**config.mk**
```make
export PLATFORM = sky130hd
export DESIGN_NAME = drpd_core
export DESIGN_NICKNAME = d
export VERILOG_FILES = /design/src/rtl/drpd_pkg.sv /design/src/rtl/drpd_op_timer.sv /design/src/rtl/drpd_core.sv
export SDC_FILE = /design/constraint.sdc
export NUM_CORES = 1
export LEC_CHECK = 0
export BUFFER_PORTS_ARGS = -buffer_cell sky130_fd_sc_hd__buf_2
export CAP_MARGIN = 20
export CORE_UTILIZATION = 55
export DETAILED_ROUTE_END_ITERATION = 6
export HOLD_SLACK_MARGIN = 0.06
export PLACE_DENSITY = 0.83
export SYNTH_ARGS = -nofsm -noshare
export SYNTH_HDL_FRONTEND = slang
export SYNTH_SLANG_ARGS = --single-unit
```
**constraint.sdc**
```tcl
create_clock -name clk_sys_i -period 2.4 [get_ports clk_sys_i]
set_input_delay 0.24 -clock clk_sys_i [delete_from_list [all_inputs] [get_ports clk_sys_i]]
set_output_delay 0.24 -clock clk_sys_i [all_outputs]
set_load 0.02 [all_outputs]
```
**src/rtl/drpd_pkg.sv**
```systemverilog
// Package with command encodings, state types and timing counts of the refresh and power-down block.
package drpd_pkg;

  // ==========================================================================
  // Geometry
  // ==========================================================================
  localparam int NUM_BANKS  = 4;
  localparam int BA_W       = 2;
  localparam int ROW_W      = 13;
  localparam int ADDR_W     = 13;
  localparam int A10_POS    = 10;
  localparam int CNT_W      = 16;

  // ==========================================================================
  // Command encodings {cs_n, ras_n, cas_n, we_n}
  // ==========================================================================
  localparam logic [3:0] CMD_ACT = 4'h3;
  localparam logic [3:0] CMD_RD  = 4'h5;
  localparam logic [3:0] CMD_WR  = 4'h4;
  localparam logic [3:0] CMD_PRE = 4'h2;
  localparam logic [3:0] CMD_REF = 4'h1;
  localparam logic [3:0] CMD_MRS = 4'h0;
  localparam logic [3:0] CMD_NOP = 4'h7;
  localparam int         CS_POS  = 3;

  // ==========================================================================
  // Timing in clock cycles at 250 MHz
  // ==========================================================================
  localparam int CLK_PS       = 4000;
  localparam int T_RFC_PS     = 127500;
  localparam int T_RP_PS      = 15000;
  localparam int T_RCD_PS     = 15000;
  localparam logic [CNT_W-1:0] T_RFC_CYC = CNT_W'((T_RFC_PS + CLK_PS - 1) / CLK_PS);
  localparam logic [CNT_W-1:0] T_RP_CYC  = CNT_W'((T_RP_PS + CLK_PS - 1) / CLK_PS);
  localparam logic [CNT_W-1:0] T_ACT_CYC = CNT_W'((T_RCD_PS + CLK_PS - 1) / CLK_PS);
  localparam logic [CNT_W-1:0] T_MRD_CYC = 16'h0002;
  localparam logic [CNT_W-1:0] ONE_CYC   = 16'h0001;

  // ==========================================================================
  // Types
  // ==========================================================================
  typedef enum logic [2:0] {
    DRPD_RUN   = 3'b000,
    DRPD_PEND  = 3'b001,
    DRPD_PPD   = 3'b011,
    DRPD_APD   = 3'b010,
    DRPD_SREF  = 3'b110
  } drpd_mode_e;

  typedef struct packed {
    logic              cke;
    logic              cs_n;
    logic              ras_n;
    logic              cas_n;
    logic              we_n;
    logic [BA_W-1:0]   ba;
    logic [ADDR_W-1:0] addr;
  } drpd_cmd_s;

  typedef struct packed {
    logic              mrs_we;
    logic [BA_W-1:0]   mrs_sel;
    logic [ADDR_W-1:0] mrs_op;
  } drpd_mrs_s;

  typedef struct packed {
    logic              busy;
    logic [CNT_W-1:0]  cnt;
    logic              is_ref;
  } drpd_op_s;

endpackage : drpd_pkg

```
**src/rtl/drpd_op_timer.sv**
```systemverilog
// Operation timer that keeps an internal operation running until its count has expired.
`timescale 1ns/1ps
`default_nettype none
module drpd_op_timer (
  // Clock and reset
  input  wire  logic                      clk_sys_i,
  input  wire  logic                      nrst_i,
  // Start request
  input  wire  logic                      start_i,
  input  wire  logic [drpd_pkg::CNT_W-1:0] len_i,
  input  wire  logic                      is_ref_i,
  // Status
  output logic                            busy_o,
  output logic                            ref_done_o
);

  drpd_pkg::drpd_op_s st_r;
  drpd_pkg::drpd_op_s st_nxt;
  logic               done_r;
  logic               done_nxt;

  // ==========================================================================
  // Countdown
  // ==========================================================================
  // A new start reloads the count, even while busy; the caller does not wait for idle.
  always_comb begin
    st_nxt   = st_r;
    done_nxt = 1'b0;
    if (start_i) begin
      st_nxt.busy   = 1'b1;
      st_nxt.cnt    = len_i;
      st_nxt.is_ref = is_ref_i;
    end else if (st_r.busy) begin
      if (st_r.cnt <= drpd_pkg::ONE_CYC) begin
        st_nxt.busy = 1'b0;
        st_nxt.cnt  = '0;
        done_nxt    = st_r.is_ref;
      end else begin
        st_nxt.cnt = st_r.cnt - drpd_pkg::ONE_CYC;
      end
    end
  end

  // State register.
  always_ff @(posedge clk_sys_i or negedge nrst_i) begin
    if (!nrst_i) begin
      st_r   <= '0;
      done_r <= 1'b0;
    end else begin
      st_r   <= st_nxt;
      done_r <= done_nxt;
    end
  end

  assign busy_o     = st_r.busy;
  assign ref_done_o = done_r;

endmodule : drpd_op_timer
`default_nettype wire

```
**src/rtl/drpd_core.sv**
```systemverilog
// Command decode, auto refresh counter and power-down control of a four-bank memory device.
// Contract
// - Refresh is LLLH with CKE high twice.
// - Refresh address comes from internal counter.
// - Power-down entry: CKE falls with NOP/deselect.
// - Running operation finishes before low power; self refresh entry does not wait for it.
// - Power-down gates buffers; DLL per exit mode (precharge power-down always stops the DLL).
// - Exit when CKE rises with NOP/deselect.
// - Commands decoded from CS RAS CAS WE CKE.
// - Bank address selects bank or mode register.
// - Self refresh entry and asynchronous exit.
`timescale 1ns/1ps
`default_nettype none
module drpd_core (
  // Clock and reset
  input  wire  logic                                  clk_sys_i,
  input  wire  logic                                  nrst_i,
  // Memory command pins, sampled on the rising edge
  input  wire  drpd_pkg::drpd_cmd_s                   cmd_i,
  input  wire  logic                                  fast_exit_i,
  // Array side
  output logic [drpd_pkg::NUM_BANKS-1:0]              bank_open_o,
  output logic                                        act_o,
  output logic                                        ref_o,
  output logic [drpd_pkg::BA_W-1:0]                   ref_bank_o,
  output logic [drpd_pkg::ROW_W-1:0]                  ref_row_o,
  output logic                                        rd_o,
  output logic                                        wr_o,
  output logic                                        auto_pre_o,
  output logic [drpd_pkg::BA_W-1:0]                   bank_o,
  output drpd_pkg::drpd_mrs_s                         mrs_o,
  // Power state
  output drpd_pkg::drpd_mode_e                        mode_o,
  output logic                                        buf_en_o,
  output logic                                        dll_en_o,
  output logic                                        illegal_o
);

  // ==========================================================================
  // State
  // ==========================================================================
  typedef struct packed {
    logic                              cke_prev;
    drpd_pkg::drpd_mode_e              mode;
    logic [drpd_pkg::NUM_BANKS-1:0]    open;
    logic [drpd_pkg::BA_W+drpd_pkg::ROW_W-1:0] ref_ptr;
    logic                              act;
    logic                              refr;
    logic [drpd_pkg::BA_W-1:0]         ref_bank;
    logic [drpd_pkg::ROW_W-1:0]        ref_row;
    logic                              rd;
    logic                              wr;
    logic                              ap;
    logic [drpd_pkg::BA_W-1:0]         bank;
    drpd_pkg::drpd_mrs_s               mrs;
    logic                              buf_en;
    logic                              dll_en;
    logic                              illegal;
    logic                              pend_active;
  } drpd_st_s;

  drpd_st_s                 st_r;
  drpd_st_s                 st_nxt;
  logic                     op_busy;
  logic                     op_start;
  logic [drpd_pkg::CNT_W-1:0] op_len;
  logic                     op_is_ref;
  logic [3:0]               pins;
  logic                     nop_like;

  // Decode helper shared by the entry and exit checks.
  function automatic logic is_nop(input logic [3:0] p);
    is_nop = p[drpd_pkg::CS_POS] || (p == drpd_pkg::CMD_NOP);
  endfunction : is_nop

  assign pins     = {cmd_i.cs_n, cmd_i.ras_n, cmd_i.cas_n, cmd_i.we_n};
  assign nop_like = is_nop(pins);

  // Internal operations that may outlive a falling CKE are timed here.
  drpd_op_timer u_timer (
    .clk_sys_i  (clk_sys_i),
    .nrst_i     (nrst_i),
    .start_i    (op_start),
    .len_i      (op_len),
    .is_ref_i   (op_is_ref),
    .busy_o     (op_busy),
    .ref_done_o ()
  );

  // ==========================================================================
  // Next state
  // ==========================================================================
  // Commands only act with CKE high on both edges; the mode machine follows CKE.
  always_comb begin
    st_nxt           = st_r;
    st_nxt.cke_prev  = cmd_i.cke;
    st_nxt.act       = 1'b0;
    st_nxt.refr      = 1'b0;
    st_nxt.rd        = 1'b0;
    st_nxt.wr        = 1'b0;
    st_nxt.ap        = 1'b0;
    st_nxt.mrs.mrs_we = 1'b0;
    st_nxt.illegal   = 1'b0;
    op_start         = 1'b0;
    op_len           = '0;
    op_is_ref        = 1'b0;
    case (st_r.mode)
      drpd_pkg::DRPD_RUN: begin
        if (st_r.cke_prev && cmd_i.cke) begin
          st_nxt.bank = cmd_i.ba;
          case (pins)
            drpd_pkg::CMD_ACT: begin
              st_nxt.act                = 1'b1;
              st_nxt.open[cmd_i.ba]     = 1'b1;
              op_start                  = 1'b1;
              op_len                    = drpd_pkg::T_ACT_CYC;
            end
            drpd_pkg::CMD_RD, drpd_pkg::CMD_WR: begin
              st_nxt.rd = (pins == drpd_pkg::CMD_RD);
              st_nxt.wr = (pins == drpd_pkg::CMD_WR);
              st_nxt.ap = cmd_i.addr[drpd_pkg::A10_POS];
              if (cmd_i.addr[drpd_pkg::A10_POS]) begin
                st_nxt.open[cmd_i.ba] = 1'b0;
                op_start              = 1'b1;
                op_len                = drpd_pkg::T_RP_CYC;
              end
            end
            drpd_pkg::CMD_PRE: begin
              if (cmd_i.addr[drpd_pkg::A10_POS]) begin
                st_nxt.open = '0;
              end else begin
                st_nxt.open[cmd_i.ba] = 1'b0;
              end
              op_start = 1'b1;
              op_len   = drpd_pkg::T_RP_CYC;
            end
            drpd_pkg::CMD_REF: begin
              // External address is ignored; the pointer names the row.
              st_nxt.refr     = 1'b1;
              st_nxt.ref_bank = st_r.ref_ptr[drpd_pkg::BA_W-1:0];
              st_nxt.ref_row  = st_r.ref_ptr[drpd_pkg::BA_W+drpd_pkg::ROW_W-1:drpd_pkg::BA_W];
              st_nxt.ref_ptr  = st_r.ref_ptr + 1'b1;
              st_nxt.illegal  = |st_r.open;
              op_start        = 1'b1;
              op_len          = drpd_pkg::T_RFC_CYC;
              op_is_ref       = 1'b1;
            end
            drpd_pkg::CMD_MRS: begin
              st_nxt.mrs.mrs_we  = 1'b1;
              st_nxt.mrs.mrs_sel = cmd_i.ba;
              st_nxt.mrs.mrs_op  = cmd_i.addr;
              op_start           = 1'b1;
              op_len             = drpd_pkg::T_MRD_CYC;
            end
            default: begin
              st_nxt.illegal = !nop_like;
            end
          endcase
        end else if (st_r.cke_prev && !cmd_i.cke) begin
          if (pins == drpd_pkg::CMD_REF && !(|st_r.open)) begin
            // Self refresh keeps the device's own rows alive.
            st_nxt.mode   = drpd_pkg::DRPD_SREF;
            st_nxt.buf_en = 1'b0;
            st_nxt.dll_en = 1'b0;
          end else if (nop_like) begin
            st_nxt.pend_active = |st_r.open;
            st_nxt.mode        = drpd_pkg::DRPD_PEND;
          end else begin
            st_nxt.illegal = 1'b1;
          end
        end
      end
      drpd_pkg::DRPD_PEND: begin
        // Low power waits until the running operation has finished.
        if (cmd_i.cke && nop_like) begin
          st_nxt.mode = drpd_pkg::DRPD_RUN;
        end else if (!op_busy) begin
          st_nxt.buf_en = 1'b0;
          if (st_r.pend_active) begin
            st_nxt.mode   = drpd_pkg::DRPD_APD;
            st_nxt.dll_en = fast_exit_i;
          end else begin
            st_nxt.mode   = drpd_pkg::DRPD_PPD;
            st_nxt.dll_en = 1'b0;
          end
        end
      end
      drpd_pkg::DRPD_PPD, drpd_pkg::DRPD_APD: begin
        // Pins other than CKE are ignored until CKE rises; then a non-NOP is flagged.
        if (cmd_i.cke) begin
          st_nxt.mode   = drpd_pkg::DRPD_RUN;
          st_nxt.buf_en = 1'b1;
          st_nxt.dll_en = 1'b1;
          st_nxt.illegal = !nop_like;
        end
      end
      drpd_pkg::DRPD_SREF: begin
        // Exit is taken on CKE alone because exit is asynchronous to the command.
        if (cmd_i.cke) begin
          st_nxt.mode   = drpd_pkg::DRPD_RUN;
          st_nxt.buf_en = 1'b1;
          st_nxt.dll_en = 1'b1;
        end
      end
      default: begin
        st_nxt.mode = drpd_pkg::DRPD_RUN;
      end
    endcase
  end

  // ==========================================================================
  // Register
  // ==========================================================================
  // CKE is assumed low out of reset, as the init sequence requires.
  always_ff @(posedge clk_sys_i or negedge nrst_i) begin
    if (!nrst_i) begin
      st_r        <= '0;
      st_r.buf_en <= 1'b1;
      st_r.dll_en <= 1'b1;
    end else begin
      st_r <= st_nxt;
    end
  end

  // ==========================================================================
  // Outputs straight from the state register
  // ==========================================================================
  assign bank_open_o = st_r.open;
  assign act_o       = st_r.act;
  assign ref_o       = st_r.refr;
  assign ref_bank_o  = st_r.ref_bank;
  assign ref_row_o   = st_r.ref_row;
  assign rd_o        = st_r.rd;
  assign wr_o        = st_r.wr;
  assign auto_pre_o  = st_r.ap;
  assign bank_o      = st_r.bank;
  assign mrs_o       = st_r.mrs;
  assign mode_o      = st_r.mode;
  assign buf_en_o    = st_r.buf_en;
  assign dll_en_o    = st_r.dll_en;
  assign illegal_o   = st_r.illegal;

endmodule : drpd_core
`default_nettype wire

```
==> reports/qor.csv <==
metric,value,unit
Most used DFF post-synth,dfrtp_1,
vias in the first global route,2813,
relative slew slack,47.8,%
Crit. path cell count,6,
WS Path Type,flip-flop to flip-flop,
vias per cell,5.64,
slew at the pin closest to its max-slew limit,776,ps
Worst path slowest cell,o2111ai_1,
"EDFF count, synth",0,
Fill cells,588,
postcts setup bufs,0,
switching power of the nets,1.57,mW
Peak VDD IR,494,uV
setup_tns,0,ps
Initial Util,57.5,%
Max Cap Violations,0,
largest cells by area after synthesis,"dfrtp_1, mux2_2, buf_4, a21oi_1, inv_1",
CTS tree,done,
"Seq/Total Area, Yosys",48.7,%
fin area,4620,sq um
post-placement cell count,516,
fin crit period,1930,ps
cell taking the most area after synthesis,dfrtp_1,
layout cells sized above 1,33.6,%
cells after synthesis,392,
Critical Path Start Type,flip-flop,
ANT nets after route,0,
Power Dens Cells,929,nW/um^2
GRT Total Usage,21.4,%
Area after DPL,4410,sq um
n_diodes,0,
clock power share,24.4,%
fin cells,533,
crit end category,flip-flop,
Leakage Power,2.30,nW
fin crit share,80.3,%
"Cell Area, Synth",4220,sq um
worst r2r src,u_timer.st_r[2],
Die Area,8020,sq um
Worst-Skew Late Latency,350,ps
crit-path cells,"inv_1, ha_1, o2111ai_1, buf_4, o211ai_1, a2bb2oi_1",
GRT overflow,0,
top cell type's share of synthesized area,47.5,%
worst r2r dst,u_timer.st_r[6],
Final WS setup,472,ps
via count,3005,
port buffer count,70,
IO Count,71,
P_int,2.73,mW
initial antenna violation count,0,
clk sinks,82,
Final Hold Vio Count,0,
number of distinct library cells after synthesis,63,
Syn. warnings,0,
core area,7330,sq um
Rows,31,
die span in x,89.5,microns
htree depth,3,
largest net degree at the start of global routing,51,
power share of the sequential group,44.9,%
Max clock buf depth,2,
RD Place Congestion,0.899,
Async SR Flop Fraction,100,%
Max Clock Freq,519,MHz
crit path max fanout,11,
Iter 0 DRT Violations,221,
first-pass GRT wire length,13100,microns
Worst Path Required,2670,ps
register bit total from synthesis,82,
Synth Area per Inst,10.8,sq um
CP Launch Point,u_timer.st_r[2],
Sw Share,36.5,%
DR pass1 iterations,4,
Critical Path AT,2200,ps
unrepaired setup endpoints after global routing,no,
post-detail-place hpwl,5690,microns
CTS Buf Count,9,
clk root buf,clkbuf_8,
r2r worst-path depth,6,
family with the most delay on the worst path,compound AO/OA/AOI/OAI gates,
Layout area overhead,9.65,%
Setup Skew,13.8,ps
Post-Place Worst Slack,494,ps
most common cell in the synthesized netlist,dfrtp_1,
Comb pwr share,30.7,%
drt wl/cell,15.0,microns
DRC viols,0,
CP Capture Point,u_timer.st_r[6],
Nets,455,
"Largest stage delay, worst path",490,ps
outcome,finished clean,
Final setup violation count,0,
flop-to-flop setup slack,470,ps
commonest cells in the synthesized netlist,"dfrtp_1, buf_4, mux2_2, inv_1, nand2_1",
"Clk pin slew, worst setup/hold paths",100,ps
Syn Nets,418,
class of the worst hold path,input port to flip-flop,
final wirelength,8020,microns
die height,89.5,microns
Slew Limit Fails,0,
Bufs and invs on worst path,2,
## how the worst min path moves through the flow
| stage | start | end | slack, ps | cells past startpoint |
|---|---|---|---|---|
| floorplan | nrst_i | act_o | -60 | 0 |
| global placement | nrst_i | st_r[0] | 220 | 1 |
| detailed placement | nrst_i | st_r[0] | 230 | 1 |
| CTS | cmd_i[0] | mrs_o[0] | 110 | 2 |
| global route | cmd_i[0] | mrs_o[0] | 110 | 2 |
| finish | cmd_i[0] | mrs_o[0] | 110 | 2 |
## cell usage in the layout (no fill, tap or decap), types with 3 or more instances in the layout
| cell type | count |
|---|---|
| dfrtp_1 | 80 |
| o2111ai_1 | 3 |
| a21oi_1 | 16 |
| and2_1 | 4 |
| xnor2_1 | 8 |
| nor3_1 | 9 |
| buf_2 | 69 |
| nand4_1 | 7 |
| mux2_2 | 33 |
| nand3b_1 | 4 |
| nand2b_1 | 5 |
| o41ai_1 | 3 |
| o22ai_1 | 3 |
| nor4_1 | 5 |
| nand2_1 | 20 |
| o211ai_1 | 10 |
| nor2b_1 | 5 |
| a22oi_1 | 3 |
| buf_4 | 9 |
| clkbuf_8 | 9 |
| a31oi_1 | 5 |
| nand3_1 | 6 |
| ha_1 | 3 |
| inv_1 | 21 |
| nor2_1 | 18 |
| xor2_1 | 7 |
| inv_6 | 3 |
| o21ai_0 | 11 |
## per-stage QoR
step | utilization, % | power [mW] | hold WS [ps]
after global routing | 63.0 | 4.55 | 109
after CTS | 63.0 | 4.31 | 105
after detailed placement | 60.1 | 3.26 | 228
final | 63.0 | 4.30 | 114
after floorplan | - | 3.04 | -55.6
after global placement | 60.1 | 3.20 | 219
## power groups by stage
| stage | logic (mW) | registers, mW | clock network (mW) |
|---|---|---|---|
| 3_5_place_dp | 1.32 | 1.95 | 0 |
| 6_report | 1.32 | 1.93 | 1.05 |
| 5_1_grt | 1.45 | 1.97 | 1.12 |
| 2_1_floorplan | 1.13 | 1.90 | 0 |
| 3_3_place_gp | 1.27 | 1.93 | 0 |
| 4_1_cts | 1.32 | 1.92 | 1.07 |
## state kept, by name (all words and copies together) (netlist names), 2 cells and up
signal,flops
st_r,17
mrs_o,16
u_timer.st_r,16
ref_row_o,13
bank_open_o,4
mode_o,3
bank_o,2
ref_bank_o,2
## metal layers
metal	vias to the layer above	global-route usage, %	share of wire [%]
met1	1460	27.7	44
met5	-	0	0
met4	0	8.08	1.7
li1	1446	-	-
met2	87	35.0	49
met3	12	4.99	4.8
## worst reg2reg max path, stage by stage, from the launching register on
cell,delay [ps]
dfrtp_1,450
inv_1,90
ha_1,250
o2111ai_1,490
buf_4,280
o211ai_1,110
a2bb2oi_1,180
## area by class of cell
cell class / count / area, sq um / share of cell area (%)
Timing Repair Buffer: 80 / 443 / 9.58
Clock buffer: 9 / 124 / 2.68
Inverter: 21 / 78.8 / 1.71
Multi-Input combinational cell: 235 / 1720 / 37.1
Clock inverter: 7 / 82.6 / 1.79
Sequential cell: 82 / 2050 / 44.5
Tap cell: 99 / 124 / 2.68
## what timing repair did
| item | CTS | global route |
|---|---|---|
| hold buffers | 1 | 0 |
| gates resized for setup | 0 | 0 |
| endpoints found under the hold margin | 30 | 0 |
## cells by family (layout without fill, tap and decap cells)
family	Yosys count	in the layout	synth area share, %
adders and majority gates	3	3	0.891
and+or+nand+nor	110	110	15.9
AOI/OAI and AO/OA	74	74	12.0
muxes	33	33	8.82
DFF	82	82	48.7
xor gates and xnor gates	15	15	3.12
buffers and inverters	75	117	10.6
Power figures use the tool's default switching activity.
